`config.mk`:
```
export PLATFORM = sky130hd
export DESIGN_NAME = snrl_loader
export DESIGN_NICKNAME = d
export VERILOG_FILES = /design/src/core/snrl_pkg.sv /design/src/core/snrl_loader.sv /design/src/core/snrl_nibble_reg.sv
export SDC_FILE = /design/constraint.sdc
export NUM_CORES = 1
export LEC_CHECK = 0
export CORE_ASPECT_RATIO = 2
export CORE_MARGIN = 5
export CORE_UTILIZATION = 35
export CTS_CLUSTER_DIAMETER = 120
export DETAILED_ROUTE_END_ITERATION = 10
export DONT_BUFFER_PORTS = 1
export GPL_ROUTABILITY_DRIVEN = 0
export PLACE_DENSITY_LB_ADDON = 0.05
export SLEW_MARGIN = 20
export SYNTH_ARGS = -nofsm -noshare
export SYNTH_HDL_FRONTEND = slang
export SYNTH_HIERARCHICAL = 1
export SYNTH_SLANG_ARGS = --single-unit
```
`constraint.sdc`:
```
create_clock -name sys_clk_i -period 2.1 [get_ports sys_clk_i]
set_input_delay 0 -clock sys_clk_i [delete_from_list [all_inputs] [get_ports sys_clk_i]]
set_output_delay 0 -clock sys_clk_i [all_outputs]
set_load 0.02 [all_outputs]
```
`src/core/snrl_pkg.sv`:
```
package snrl_pkg;

  // nibble target select codes
  localparam logic [3:0] SEL_DATA_0 = 4'h0;
  localparam logic [3:0] SEL_DATA_3 = 4'h3;
  localparam logic [3:0] SEL_ADDR_0 = 4'h4;
  localparam logic [3:0] SEL_ADDR_3 = 4'h7;
  localparam logic [3:0] SEL_CMD = 4'h8;
  localparam logic [3:0] SEL_MODE = 4'h9;

  // command codes acted on here
  localparam logic [3:0] CMD_PORT_WRITE = 4'h0;
  localparam logic [3:0] CMD_PORT_READ = 4'h2;
  localparam logic [3:0] CMD_HALT = 4'h7;
  localparam logic [3:0] CMD_START = 4'h8;
  localparam logic [3:0] CMD_STEP = 4'h9;

  // interface mode codes
  localparam logic [3:0] MODE_FOUR_WIRE = 4'h0;
  localparam logic [3:0] MODE_THREE_WIRE = 4'h1;

  // reset values
  localparam logic [15:0] DATA_RST = 16'h0000;
  localparam logic [15:0] ADDR_RST = 16'h0000;
  localparam logic [3:0] CMD_RST = 4'hC;
  localparam logic [3:0] MODE_RST = 4'h0;

  // field positions
  localparam int PORT_SEL_LSB = 0;
  localparam int PORT_SEL_W = 4;
  localparam int NIB_W = 4;

  // one nibble load from the serial side
  typedef struct packed {
    logic valid;
    logic [3:0] target;
    logic [3:0] payload;
  } snrl_nibble_t;

  // processor port access
  typedef struct packed {
    logic wr;
    logic rd;
    logic [3:0] sel;
    logic [15:0] wdata;
  } snrl_port_req_t;

  // port access arbiter state
  typedef enum logic [1:0] {
    ST_IDLE = 2'b00,
    ST_WAIT = 2'b01,
    ST_DONE = 2'b11
  } snrl_state_t;

endpackage

```
`src/core/snrl_loader.sv`:
```
`timescale 1ns/10ps
//////////////////////////////////////////////////////////////////////////////
// Summary of operation
// [RULE1] Codes 0 to 3 load the payload into one nibble of data_holding. Here a port read in the same cycle wins and the nibble is lost.
// [RULE2] Codes 4 to 7 load the payload into one nibble of port_flash_address.
// [RULE3] Code 8 loads command_code, which then starts its operation.
// [RULE4] Code 9 loads the payload into interface_mode.
// [RULE5] Codes 10 to 15 change nothing and start nothing.
// [RULE6] Command 0 writes data_holding to port address[3:0], 2 reads it.
// [RULE7] Command 9 steps a halted processor once, 7 halts, 8 restarts.
// [RULE8] Mode 0 selects four-wire pins, mode 1 three-wire tied pins.
// [RULE9] A processor port access in the same cycle goes first.
module snrl_loader
  import snrl_pkg::*;
(
  // clock and reset
  input wire logic sys_clk_i,
  input wire logic sys_rst_i,
  // nibble loads from the serial host
  input wire snrl_nibble_t nibble_i,
  // processor port bus, shared with the processor
  input wire logic cpu_port_busy_i,
  input wire logic [15:0] port_rdata_i,
  output snrl_port_req_t port_req_o,
  // processor run control
  output logic cpu_halted_o,
  output logic cpu_step_o,
  // serial pin mode
  output logic three_wire_o,
  // register views
  output logic [15:0] data_holding_o,
  output logic [15:0] port_flash_address_o,
  output logic [3:0] command_code_o,
  output logic [3:0] interface_mode_o,
  output logic cmd_busy_o
);

  //////////////////////////////////////////////////////////////////////////
  logic load_data;
  logic load_addr;
  logic cmd_go;
  logic read_done;
  logic [3:0] pend_cmd;
  snrl_state_t state;
  snrl_state_t next_state;

  // target decode
  // [RULE1] data nibble select
  assign load_data = nibble_i.valid && (nibble_i.target <= SEL_DATA_3);
  // [RULE2] address nibble select
  assign load_addr = nibble_i.valid && (nibble_i.target >= SEL_ADDR_0)
    && (nibble_i.target <= SEL_ADDR_3);
  // [RULE3] command load starts it
  assign cmd_go = nibble_i.valid && (nibble_i.target == SEL_CMD);

  // data holding, also filled by port reads
  snrl_nibble_reg #(
    .RST_VAL(DATA_RST)
  ) u_data (
    .sys_clk_i(sys_clk_i),
    .sys_rst_i(sys_rst_i),
    .load_i(load_data),
    .lane_i(nibble_i.target[1:0]),
    .nib_i(nibble_i.payload),
    .word_load_i(read_done),
    .word_i(port_rdata_i),
    .value_o(data_holding_o)
  );

  // port and flash address
  snrl_nibble_reg #(
    .RST_VAL(ADDR_RST)
  ) u_addr (
    .sys_clk_i(sys_clk_i),
    .sys_rst_i(sys_rst_i),
    .load_i(load_addr),
    .lane_i(nibble_i.target[1:0]),
    .nib_i(nibble_i.payload),
    .word_load_i(1'b0),
    .word_i(16'h0000),
    .value_o(port_flash_address_o)
  );

  //////////////////////////////////////////////////////////////////////////
  // command register
  always_ff @(posedge sys_clk_i)
  begin
    if (sys_rst_i)
    begin
      command_code_o <= CMD_RST;
    end
    // [RULE3] command nibble load
    else if (cmd_go)
    begin
      command_code_o <= nibble_i.payload;
    end
  end

  // interface mode register
  always_ff @(posedge sys_clk_i)
  begin
    if (sys_rst_i)
    begin
      interface_mode_o <= MODE_RST;
    end
    // [RULE4] mode nibble load
    else if (nibble_i.valid && nibble_i.target == SEL_MODE)
    begin
      interface_mode_o <= nibble_i.payload;
    end
    // [RULE5] other codes fall through
  end

  // [RULE8] three-wire when mode is one
  assign three_wire_o = (interface_mode_o == MODE_THREE_WIRE);

  //////////////////////////////////////////////////////////////////////////
  // run control
  always_ff @(posedge sys_clk_i)
  begin
    if (sys_rst_i)
    begin
      cpu_halted_o <= 1'b0;
      cpu_step_o <= 1'b0;
    end
    else
    begin
      // [RULE7] one-cycle step pulse
      cpu_step_o <= cmd_go && nibble_i.payload == CMD_STEP && cpu_halted_o;
      // [RULE7] halt and start
      if (cmd_go && nibble_i.payload == CMD_HALT)
      begin
        cpu_halted_o <= 1'b1;
      end
      else if (cmd_go && nibble_i.payload == CMD_START)
      begin
        cpu_halted_o <= 1'b0;
      end
    end
  end

  //////////////////////////////////////////////////////////////////////////
  // port access arbiter
  always_comb
  begin
    next_state = state;
    unique case (state)
      ST_IDLE:
      begin
        if (cmd_go && (nibble_i.payload == CMD_PORT_WRITE
            || nibble_i.payload == CMD_PORT_READ))
        begin
          next_state = ST_WAIT;
        end
      end
      ST_WAIT:
      begin
        // [RULE9] processor goes first
        if (!cpu_port_busy_i)
        begin
          next_state = ST_DONE;
        end
      end
      ST_DONE:
      begin
        next_state = ST_IDLE;
      end
      default:
      begin
        next_state = ST_IDLE;
      end
    endcase
  end

  // state and latched command
  always_ff @(posedge sys_clk_i)
  begin
    if (sys_rst_i)
    begin
      state <= ST_IDLE;
      pend_cmd <= CMD_RST;
    end
    else
    begin
      state <= next_state;
      if (state == ST_IDLE && next_state == ST_WAIT)
      begin
        pend_cmd <= nibble_i.payload;
      end
    end
  end

  // [RULE6] port strobe once the bus is free
  always_comb
  begin
    port_req_o.wr = (state == ST_WAIT) && !cpu_port_busy_i
      && pend_cmd == CMD_PORT_WRITE;
    port_req_o.rd = (state == ST_WAIT) && !cpu_port_busy_i
      && pend_cmd == CMD_PORT_READ;
    port_req_o.sel = port_flash_address_o[PORT_SEL_LSB +: PORT_SEL_W];
    port_req_o.wdata = data_holding_o;
  end

  // [RULE6] read data captured same cycle
  assign read_done = port_req_o.rd;
  assign cmd_busy_o = (state != ST_IDLE);

endmodule

```
`src/core/snrl_nibble_reg.sv`:
```
`timescale 1ns/10ps
// one 16-bit register loaded a nibble at a time
module snrl_nibble_reg
  import snrl_pkg::*;
#(
  parameter logic [15:0] RST_VAL = 16'h0000
)
(
  // clock and reset
  input wire logic sys_clk_i,
  input wire logic sys_rst_i,
  // nibble load
  input wire logic load_i,
  input wire logic [1:0] lane_i,
  input wire logic [3:0] nib_i,
  // whole word load
  input wire logic word_load_i,
  input wire logic [15:0] word_i,
  // contents
  output logic [15:0] value_o
);

  // nibble load leaves the other lanes alone
  always_ff @(posedge sys_clk_i)
  begin
    if (sys_rst_i)
    begin
      value_o <= RST_VAL;
    end
    else if (word_load_i)
    begin
      value_o <= word_i;
    end
    else if (load_i)
    begin
      value_o[lane_i*NIB_W +: NIB_W] <= nib_i;
    end
  end

endmodule

```
==> impl_results.md, run 1 <==
* Number of I/O port buffers at 0
* Max rail drop VDD at 0.0005411 V
* Critical Path End Type: flip-flop
* Gr usage total at 17.16%
* ANT nets after route at 0
* DR pass1 iterations at 4
* Via count at 2,254
* Seq/Total Area, Yosys at 36.40%
* # IOs at 94
* Post-Synth Simple-Gate Area at 24.64%
* Die Ht at 132.8 um
* Post-synthesis register bit count at 48
* Synth warn at 6
* Min Tclk post-route at 2.056 ns
* Layout cells sized above 1 at 12.50%
* Leakage at 1.180 nW
* Max Cap Viol at 0
* Initial Util at 36.06%
* Post-synth EDFFs at 0
* Area Overhead vs Synth at 17.44%
* Largest family of logic cells by synthesized area: simple AND/OR/NAND/NOR gates
* CP top delay family: simple AND/OR/NAND/NOR gates
* Synth Area in XOR/XNOR at 0%
* Area of placed instances at 2608 um^2
* Register area at 963.4 um^2
* Drt drc at 0
* # rows at 44
* Filler cell count at 755
* Antenna diode count at 0
* Worst skew pair latency at 0.29 ns
* Worst-path clk slew at 0.07 ns
* Critical path buffer and inverter count at 1
* Clock Skew at 0.002615 ns
* CTS Root Cell: clkbuf_16
* CTS tree: built
* Worst-Margin Slew at 0.5451 ns
* Synthesized area at 2640 um^2
* Post-Syn Instances at 291
* DRT Wirelength at 8249 um
* Power, Total at 2.007 mW
* Final core utilization at 42.34%
* Failing checks: hold timing
* Global route overflow at 0
* WHS at -0.009518 ns
* Max_slew headroom at 63.54%
* Via density at 5.471
* Vias in the first global route at 2,263
* Post-Synth Adder-Cell Area at 4.739%
* CP cell instances: or3b_4, or4_4, nor2_4, buf_12, and2b_2, a22oi_1, o22ai_1
* Hold Fails Final Rpt at 6
* Post-synthesis mux area share at 0.3791%
* Crit Path Max Fanout at 11
* Predominant post-synthesis flop cell: dfxtp_1
* H-Tree Level Count at 2
* Fin area at 3100 um^2
* Post-DR wirelength/cell at 20.02 um
* Class of the worst hold path: in -> reg
* Max-slew violation count at 0
* Synth Area per Inst at 9.072 um^2
* Iter 0 DRT Violations at 80
* Area of the multi-input gates at 1461 um^2
* Post-synthesis compound-gate area fraction at 21.56%
* Startpoint types: flip-flop
* CP max stage delay at 0.45 ns
* Crit Path Category: reg -> reg
* # setup viols final at 0
* Die Area at 9485 um^2
* Post-DP HPWL at 5294 um
* Longest Clk Path Bufs at 2
* Largest net degree at the start of global routing at 54
* Worst EP arrival at 2.23 ns
* Worst Path Required at 2.27 ns
* Fin nets at 357
* Core footprint at 7322 um^2
* Crit share post-route at 97.89%
* Post-synth ARST share at 0%
* Initial antenna violation count at 0
* Power density over cell area at 647.2 nW/um^2
* Chip width at 71.41 um
* Max Freq at 0.4865 GHz
* CTS buffer count at 5
* First-pass GRT wire length at 12,690 um
* Status: complete, but fails checks
* Clk sinks at 48
* Crit-path slowest cell: or4_4
* Count of cell types in the netlist at 45
-- logic make-up (layout without fill, tap and decap cells) --
logic type / Yosys count / in the layout
AND/OR/NAND/NOR: 99 / 99
AO/OA/AOI/OAI: 88 / 88
flip-flops: 48 / 48
buffers and inverters: 44 / 52
adder cells (fa/ha/maj): 10 / 10
other: 1 / 22
multiplexers: 1 / 1
-- synthesized netlist by cell type (3+ instances only) --
cell | count | area share [%]
dfxtp_1 | 48 | 36
a22oi_1 | 24 | 6.8
o22ai_1 | 24 | 5.7
buf_4 | 21 | 6.0
nor2b_1 | 20 | 4.7
a21oi_1 | 18 | 3.4
nor2_1 | 15 | 2.1
ha_1 | 10 | 4.7
a211oi_1 | 9 | 2.6
nand4_1 | 9 | 2.1
clkbuf_1 | 7 | 1.0
inv_1 | 7 | 1.0
nand3_1 | 7 | 1.3
o21ai_0 | 7 | 1.3
and2b_2 | 6 | 2.0
clkbuf_8 | 6 | 3.1
nand2_1 | 6 | 0.85
or2b_1 | 5 | 1.4
nand2b_1 | 4 | 0.95
or3_4 | 4 | 1.7
nor3b_1 | 3 | 0.85
or3b_1 | 3 | 1.0
-- cell usage in the layout, fill, tap and decap left out, types with 2 or more instances in the layout --
cell type,synthesis,final
a211oi_1,9,9
a21o_1,2,2
a21o_2,2,2
a21oi_1,18,18
a22oi_1,24,22
a22oi_2,0,2
and2b_2,6,6
buf_12,0,2
buf_4,21,7
clkbuf_16,0,6
conb_1,1,22
dfxtp_1,48,46
dfxtp_2,0,2
dlygate4sd3_1,0,26
ha_1,10,10
inv_1,7,7
nand2_1,6,6
nand2b_1,4,4
nand3_1,7,7
nand4_1,9,9
nor2_1,15,14
nor2b_1,20,20
nor3b_1,3,3
o21ai_0,7,7
o22ai_1,24,24
or2b_1,5,5
or2b_2,2,2
or3_4,4,4
or3b_1,3,2
or4b_1,2,2
-- layer usage --
layer	track usage (%)	part of all wire [%]	vias to the layer above
met4	6.695	2.2	0
li1	-	-	1080
met3	4.860	7.1	9
met5	0	0	-
met2	30.23	54	82
met1	18.93	37	1083
-- per-stage QoR --
| stage | hold slack (ns) | TNS (ns) | instances | setup WS, ns |
|---|---|---|---|---|
| floorplan | 0.07615 | 0 | 312 | 0.005058 |
| global placement | 0.07918 | 0 | 374 | 0.05540 |
| detailed placement | 0.07778 | 0 | 374 | 0.01674 |
| CTS | 0.001423 | 0 | 409 | 0.004832 |
| global route | 0.01001 | -0.04471 | 412 | -0.01621 |
| finish | -0.009518 | 0 | 412 | 0.04429 |
-- where the power goes --
| group | internal, mW | leakage (nW) | switching [mW] | total (mW) |
|---|---|---|---|---|
| registers | 0.933 | 0.391 | 0.0534 | 0.986 |
| logic | 0.0912 | 0.721 | 0.114 | 0.205 |
| clock network | 0.445 | 0.0671 | 0.371 | 0.815 |
| total | 1.47 | 1.18 | 0.538 | 2.01 |
-- worst paths after layout --
kind,start,endpoint,slack (ns),cells after the start
setup / recovery,state[1]$_SDFF_PP0_,u_data/value_o[4]$_SDFFE_PP0P_,0.04,7
hold / removal,sys_rst_i,u_data/value_o[11]$_SDFFE_PP0P_,-0.01,2
setup reg to reg,state[1]$_SDFF_PP0_,u_data/value_o[4]$_SDFFE_PP0P_,0.04,7
hold reg to reg,pend_cmd[2]$_SDFFE_PP1P_,pend_cmd[2]$_SDFFE_PP1P_,0.47,1
-- final cells by class --
type / count / area share (%)
clock buffer: 6 / 4.157
clock inverter: 2 / 0.5246
inverter: 7 / 0.8475
multi-input combinational: 220 / 47.13
sequential: 48 / 31.07
tap: 92 / 3.713
timing repair buffer: 37 / 12.55
-- flip-flops by register name, summed over array words and instances (netlist names) --
| name | count |
|---|---|
| interface_mode_o | 4 |
| state | 2 |
| pend_cmd | 4 |
| cpu_step_o | 1 |
| u_data/value_o | 16 |
| command_code_o | 4 |
| u_addr/value_o | 16 |
| cpu_halted_o | 1 |
-- timing repair --
item,CTS,global route
hold buffers,27,0
resized for setup,0,8
setup buffers,0,2
setup endpoints to repair,0,12
hold endpoints to repair,48,0
Power figures use the tool's default switching activity.
==> run 2, diff against run 1 <==
- CORE_MARGIN: 5 -> not set
- SYNTH_HIERARCHICAL: 1 -> not set
==> run 2 against run 1 <==
  * The run now ends clean
  * Global-route usage rose by 1.9 points
  * First-iteration DRC count down 53%
  * Sequential power fell by 6.3%
  * Clock power decreased by 0.9%
  * Total power down 7.0%
  * Cell count shrank 13%
  * Via count decreased by 17%
  * Sequential share of layout area is 5.8 points higher
  * Highest routed layer unchanged
==> impl_results.md, run 2 <==
* Yosys top cell area share at 42.15% (+5.8 points)
* Post-synthesis register bit count at 48 (unchanged)
* Most frequent cells in the layout: 48 x dfxtp_1, 44 x a21oi_1, 37 x nand2_1
* DR pass1 iterations at 4 (unchanged)
* Crit share post-route at 79.45% (-18 points)
* Class of the worst hold path: in -> reg
* Drt drc at 0 (unchanged)
* H-Tree Level Count at 2 (unchanged)
* Iter 0 DRT Violations at 38 (-53%)
* Synthesized area at 2280 um^2 (-14%)
* Worst Path Required at 2.26 ns (about the same)
* Count of cell types in the netlist at 35 (-22%)
* # rows at 41 (-6.8%)
* Post-synth ARST share at 0% (unchanged)
* Crit Path Category: reg -> reg
* Worst-Margin Slew at 0.6193 ns (+0.07416 ns)
* Startpoint types: flip-flop
* Worst EP arrival at 1.83 ns (-0.40 ns)
* Post-DR wirelength/cell at 17.48 um (-13%)
* Initial Util at 36.13% (+0.073 points)
* Synth warn at 0 (-6)
* Clk sinks at 48 (unchanged)
* Vias in the first global route at 1,864 (-18%)
* Initial antenna violation count at 0 (unchanged)
* Worst-path clk slew at 0.06 ns (about the same)
* Worst skew pair latency at 0.29 ns (about the same)
* Fin nets at 306 (-14%)
* Most common cell after layout, fill and taps aside: dfxtp_1
* First-pass GRT wire length at 9480 um (-25%)
* Global route overflow at 0 (unchanged)
* Via count at 1,864 (-17%)
* Synth cell count leaders: 48 x dfxtp_1, 44 x a21oi_1, 37 x nand2_1, 23 x nand3_1, 21 x buf_4
* Seq/Total Area, Yosys at 42.15% (+5.8 points)
* Top post-synthesis cells by area: dfxtp_1 42%, a21oi_1 9.7%, buf_4 6.9%, nand2_1 6.1%, nand3_1 5.0%
* Longest Clk Path Bufs at 2 (unchanged)
* # IOs at 94 (unchanged)
* CTS buffer count at 5 (unchanged)
* Max Freq at 0.5993 GHz (+23%)
* CTS Root Cell: clkbuf_16
* Min Tclk post-route at 1.669 ns (-0.3872 ns)
* Crit Path Max Fanout at 5 (-6)
* # setup viols final at 0 (unchanged)
* Clock Skew at 0.002978 ns (+0.0003639 ns)
* Top Registers: u_addr.value_o: 16 flops, u_data.value_o: 16 flops
* Area Overhead vs Synth at 14.43%
* Status: finished, final reports clean
* Final core utilization at 41.34% (-1.0 points)
* Power density over cell area at 715.1 nW/um^2 (+10%)
* Filler cell count at 674 (-11%)
* Max-slew violation count at 0 (unchanged)
* DRT Wirelength at 6274 um (-24%)
* Area of the multi-input gates at 1084 um^2 (-26%)
* ANT nets after route at 0 (unchanged)
* Hold Fails Final Rpt at 0 (-6)
* Antenna diode count at 0 (unchanged)
* Yosys top cell by area: dfxtp_1
* Most common cell in the synthesized netlist: dfxtp_1
* Power, Total at 1.865 mW (-7.0%)
* Post-Syn Instances at 270 (-7.2%)
* Post-Syn Nets at 304
* Gr usage total at 19.08% (+1.9 points)
* Max Cap Viol at 0 (unchanged)
* Max rail drop VDD at 0.0004327 V (-20%)
* Predominant post-synthesis flop cell: dfxtp_1
* Post-DP HPWL at 4327 um (-18%)
* Setup_tns at 0 ns (unchanged)
* Core footprint at 6310 um^2 (-14%)
* Layout cells sized above 1 at 6.593% (-5.9 points)
* Post-synth EDFFs at 0 (unchanged)
* Synth Area per Inst at 8.443 um^2 (-6.9%)
* CTS tree: built
* Chip width at 59.07 um (-17%)
* Die Area at 6860 um^2 (-28%)
* Leakage at 1.010 nW (-14%)
* Max_slew headroom at 58.58% (-5.0 points)
* Register area at 960.9 um^2 (-0.26%)
* Largest net degree at the start of global routing at 30 (-44%)
* RSZ-0062 raised after global routing: false
* Critical Path End Type: flip-flop
* Number of I/O port buffers at 0 (unchanged)
* Via density at 5.192 (-5.1%)
* Die Ht at 116.1 um (-13%)
-- run 2: changes by cell type after synthesis, moves of 16 or more --
cell / previous run / this run
nand2_1: 6 / 37
a21oi_1: 18 / 44
a22oi_1: 24 / 0
o22ai_1: 24 / 0
nor2b_1: 20 / 1
nand3_1: 7 / 23
-- run 2: timing repair --
item,CTS,global route
endpoints found under the setup margin,0,0
resized for setup,0,0
hold buffers,24,0
hold endpoints to repair,46,0
buffers inserted,0,0
-- run 2: critical path, cell delays in order, from the launching register on --
cell     delay [ns]
dfxtp_1        0.32
or2_2          0.36
or4b_1         0.62
mux2i_1        0.18
nor2_1         0.05
-- run 2: final timing paths --
path	from	depth (start not counted)	slack, ns	endpoint
setup / recovery	state[0]$_SDFF_PP0_	4	0.43	pend_cmd[1]$_SDFFE_PP0P_
hold / removal	nibble_i[6]	2	0.001	command_code_o[3]$_SDFFE_PP1P_
setup reg to reg	state[0]$_SDFF_PP0_	4	0.43	pend_cmd[1]$_SDFFE_PP0P_
hold reg to reg	pend_cmd[3]$_SDFFE_PP1P_	2	0.46	pend_cmd[3]$_SDFFE_PP1P_
-- run 2: layout make-up --
cell class / instances / area share [%]
Timing Repair Buffer: 31 / 11.03
Clock buffer: 7 / 5.468
Multi-Input combinational cell: 181 / 41.53
Sequential cell: 48 / 36.83
Clock inverter: 1 / 0.2878
Inverter: 5 / 0.7194
Tap cell: 86 / 4.125
-- run 2: power by group --
part	switching [mW]	internal [mW]
registers	0.00974	0.915
logic	0.0792	0.0537
clock network	0.334	0.474
-- run 2: cell families after synthesis --
group | synth area share, %
AO/OA/AOI/OAI | 17.45
adder cells (fa/ha/maj) | 3.293
buffers and inverters | 10.32
flip-flops | 42.15
multiplexers | 3.952
AND/OR/NAND/NOR | 22.83
-- run 2: per-layer routing --
layer / track usage (%) / part of all wire [%] / vias up
li1: - / - / 929
met1: 18.98 / 39 / 868
met2: 36.21 / 54 / 61
met3: 5.205 / 5.4 / 6
met4: 7.143 / 1.6 / 0
met5: 0 / 0 / -
-- run 2: stage by stage --
| stage | cell area [um^2] | hold WS, ns | setup slack [ns] | cells |
|---|---|---|---|---|
| 2_1_floorplan | 2280 | 0.07888 | 0.5082 | 270 |
| 3_3_place_gp | 2223 | 0.07752 | 0.4763 | 327 |
| 3_5_place_dp | 2223 | 0.07920 | 0.4723 | 327 |
| 4_1_cts | 2614 | 0.0005735 | 0.3415 | 359 |
| 5_1_grt | 2609 | 0.02753 | 0.3495 | 359 |
| 6_report | 2609 | 0.001168 | 0.4315 | 359 |
==> run 3, diff against run 2 <==
- clock period: 2.1 -> 1.5 ns (I/O delays scaled with it)
==> run 3 against run 2 <==
  * Total power rose by 41%
  * Worst setup slack got worse by 0.38 ns
  * Wire length fell by 0.75%
  * Clock power rose by 41%
  * Non-clock buffer count rose by 30
  * Critical path type unchanged
  * Cell count rose by 8.4%
  * Register-to-register slack got worse by 0.38 ns
  * Via count rose by 5.6%
  * Sequential cell count did not move
  * Sequential share of layout area fell by 3.1 points
  * Utilization rose by 3.8 points
  * Clock-buffer cell count did not move
==> impl_results.md, run 3 (synthesized netlist as in run 2, its figures left out) <==
* Status: finished, final reports clean
* Initial Util at 36.13% (unchanged)
* Hold Fails Final Rpt at 0 (unchanged)
* Internal at 2.031 mW (+41%)
* Area Overhead vs Synth at 25.08%
* Crit share post-route at 96.40% (+17 points)
* Worst Path Required at 1.66 ns (-0.60 ns)
* Crit Path Category: reg -> reg
* First-pass GRT wire length at 9618 um (+1.5%)
* Post-DR wirelength/cell at 16.01 um (-8.4%)
* Combinational power share at 7.7% (+0.6 points)
* Via density at 5.062 (-2.5%)
* Clk sinks at 48 (unchanged)
* Worst-Margin Slew at 0.6346 ns (+0.01525 ns)
* CTS buffer count at 5 (unchanged)
* Critical Path End Type: flip-flop
* DR pass1 iterations at 4 (unchanged)
* Max Cap Viol at 0 (unchanged)
* Hold Path End: cpu_halted_o$_SDFFE_PP0P_
* DRT Wirelength at 6227 um (-0.75%)
* Antenna diode count at 0 (unchanged)
* Chip width at 59.07 um (unchanged)
* Worst EP arrival at 1.61 ns (-0.22 ns)
* R2R Setup Slk at 0.05 ns (-0.38 ns)
* Largest net degree at the start of global routing at 30 (unchanged)
* Crit path launch: state[1]$_SDFF_PP0_
* ANT nets after route at 0 (unchanged)
* Area of the multi-input gates at 1100 um^2 (+1.5%)
* Worst-path clk slew at 0.06 ns (about the same)
* Filler cell count at 676 (+0.30%)
* Initial antenna violation count at 0 (unchanged)
* Global route overflow at 0 (unchanged)
* Iter 0 DRT Violations at 42 (+11%)
* Worst R2R Path Depth at 4 (unchanged)
* Fin nets at 336 (+9.8%)
* Most frequent cells in the layout: 47 x dfxtp_1, 44 x a21oi_1, 38 x buf_4
* Max Freq at 0.6915 GHz (+15%)
* Crit Path Max Fanout at 5 (unchanged)
* Power density over cell area at 922.0 nW/um^2 (+29%)
* Reg power frac at 49.1% (-0.5 points)
* Min Tclk post-route at 1.446 ns (-0.2225 ns)
* Class of the worst hold path: in -> reg
* Clk pwr share at 43.3% (about the same)
* Gr usage total at 18.90% (-0.19 points)
* Post-DP HPWL at 4449 um (+2.8%)
* Max rail drop VDD at 0.0006321 V (+46%)
* CTS tree: built
* Switching pwr at 0.5977 mW (+41%)
* Final core utilization at 45.19% (+3.8 points)
* Layout cells sized above 1 at 17.82% (+11 points)
* # IOs at 94 (unchanged)
* Die Area at 6860 um^2 (unchanged)
* Core footprint at 6310 um^2 (unchanged)
* Drt drc at 0 (unchanged)
* Clock Skew at 0.003626 ns (+0.0006471 ns)
* Die Ht at 116.1 um (unchanged)
* # setup viols final at 0 (unchanged)
* WHS at 0.02622 ns (+0.02505 ns)
* Via count at 1,969 (+5.6%)
* # rows at 41 (unchanged)
* Longest Clk Path Bufs at 2 (unchanged)
* Setup bufs post-CTS at 0 (unchanged)
* Top Registers: u_addr.value_o: 16 flops, u_data.value_o: 16 flops
* Worst skew pair latency at 0.29 ns (about the same)
* Sw frac at 22.74% (+0.073 points)
* RSZ-0062 raised after global routing: false
* Worst R2R End: pend_cmd[1]$_SDFFE_PP0P_
* Startpoint types: flip-flop
* Max_slew headroom at 57.56% (-1.0 points)
* Hold Crit Start: nibble_i[0]
* Register area at 962.2 um^2 (+0.13%)
* Leakage at 1.182 nW (+17%)
* CTS Root Cell: clkbuf_16
* Most common cell after layout, fill and taps aside: dfxtp_1
* H-Tree Level Count at 2 (unchanged)
* Setup_tns at 0 ns (unchanged)
* Vias in the first global route at 1,941 (+4.1%)
* Max-slew violation count at 0 (unchanged)
* Number of I/O port buffers at 0 (unchanged)
* Worst hold path stage count at 3 (+1)
* Reg2Reg Launch Point: state[1]$_SDFF_PP0_
[run 3: cell types whose count changed in the layout (fill, tap and decap cells not counted), sizes merged]
| cell | previous run | this run |
|---|---|---|
| dlygate4sd3 | 23 | 21 |
| dlymetal6s4s | 0 | 1 |
| buf | 8 | 39 |
[run 3: worst max-delay path, cell delays in order, from the launching register on]
cell and delay (ns):
dfxtp_2 0.33, or2_4 0.24, or4b_4 0.53, mux2i_1 0.17, nor2_1 0.05
[run 3: layout make-up]
class                   instances  area share, %
well taps                      86          3.774
repair buffers                 61          17.99
clock buffers                   7          5.002
clock inverters                 1         0.2633
multi-input cells             181          38.57
flip-flops and latches         48          33.74
inverters                       5         0.6582
[run 3: power groups by stage]
stage | Sequential, mW | Clock (mW) | Combinational [mW]
floorplan | 1.32 | 0 | 0.103
global placement | 1.32 | 0 | 0.119
detailed placement | 1.32 | 0 | 0.118
CTS | 1.29 | 1.18 | 0.205
global route | 1.29 | 1.21 | 0.221
finish | 1.29 | 1.14 | 0.202
[run 3: worst max-delay path by stage]
stage | cells past startpoint | endpoint | slack [ns]
global placement | 4 | pend_cmd[1]$_SDFFE_PP0P_ | 0.01
finish | 4 | pend_cmd[1]$_SDFFE_PP0P_ | 0.05
floorplan | 5 | pend_cmd[1]$_SDFFE_PP0P_ | -0.008
global route | 4 | pend_cmd[1]$_SDFFE_PP0P_ | 0.006
CTS | 4 | pend_cmd[1]$_SDFFE_PP0P_ | 0.0006
detailed placement | 3 | pend_cmd[0]$_SDFFE_PP0P_ | -0.02
[run 3: metrics by stage]
step | setup WS (ns) | std cells | instance area (um^2) | power, mW
finish | 0.05396 | 389 | 2851 | 2.629
detailed placement | -0.02494 | 358 | 2459 | 1.437
floorplan | -0.007986 | 270 | 2282 | 1.423
global route | 0.005940 | 389 | 2851 | 2.717
global placement | 0.01176 | 358 | 2459 | 1.438
CTS | 0.0005993 | 389 | 2843 | 2.677
[run 3: layer usage]
metal / share of wire [%] / GRT usage (%) / up-vias
li1: - / - / 993
met1: 37 / 19.30 / 908
met2: 55 / 35.45 / 57
met3: 5.3 / 4.319 / 11
met4: 2.1 / 7.937 / 0
met5: 0 / 0 / -
[run 3: what timing repair did]
action / CTS / global route
hold buffers: 23 / 0
pin swaps: 0 / 1
resized for setup: 2 / 4
endpoints found under the setup margin: 8 / 18
endpoints found under the hold margin: 47 / 0
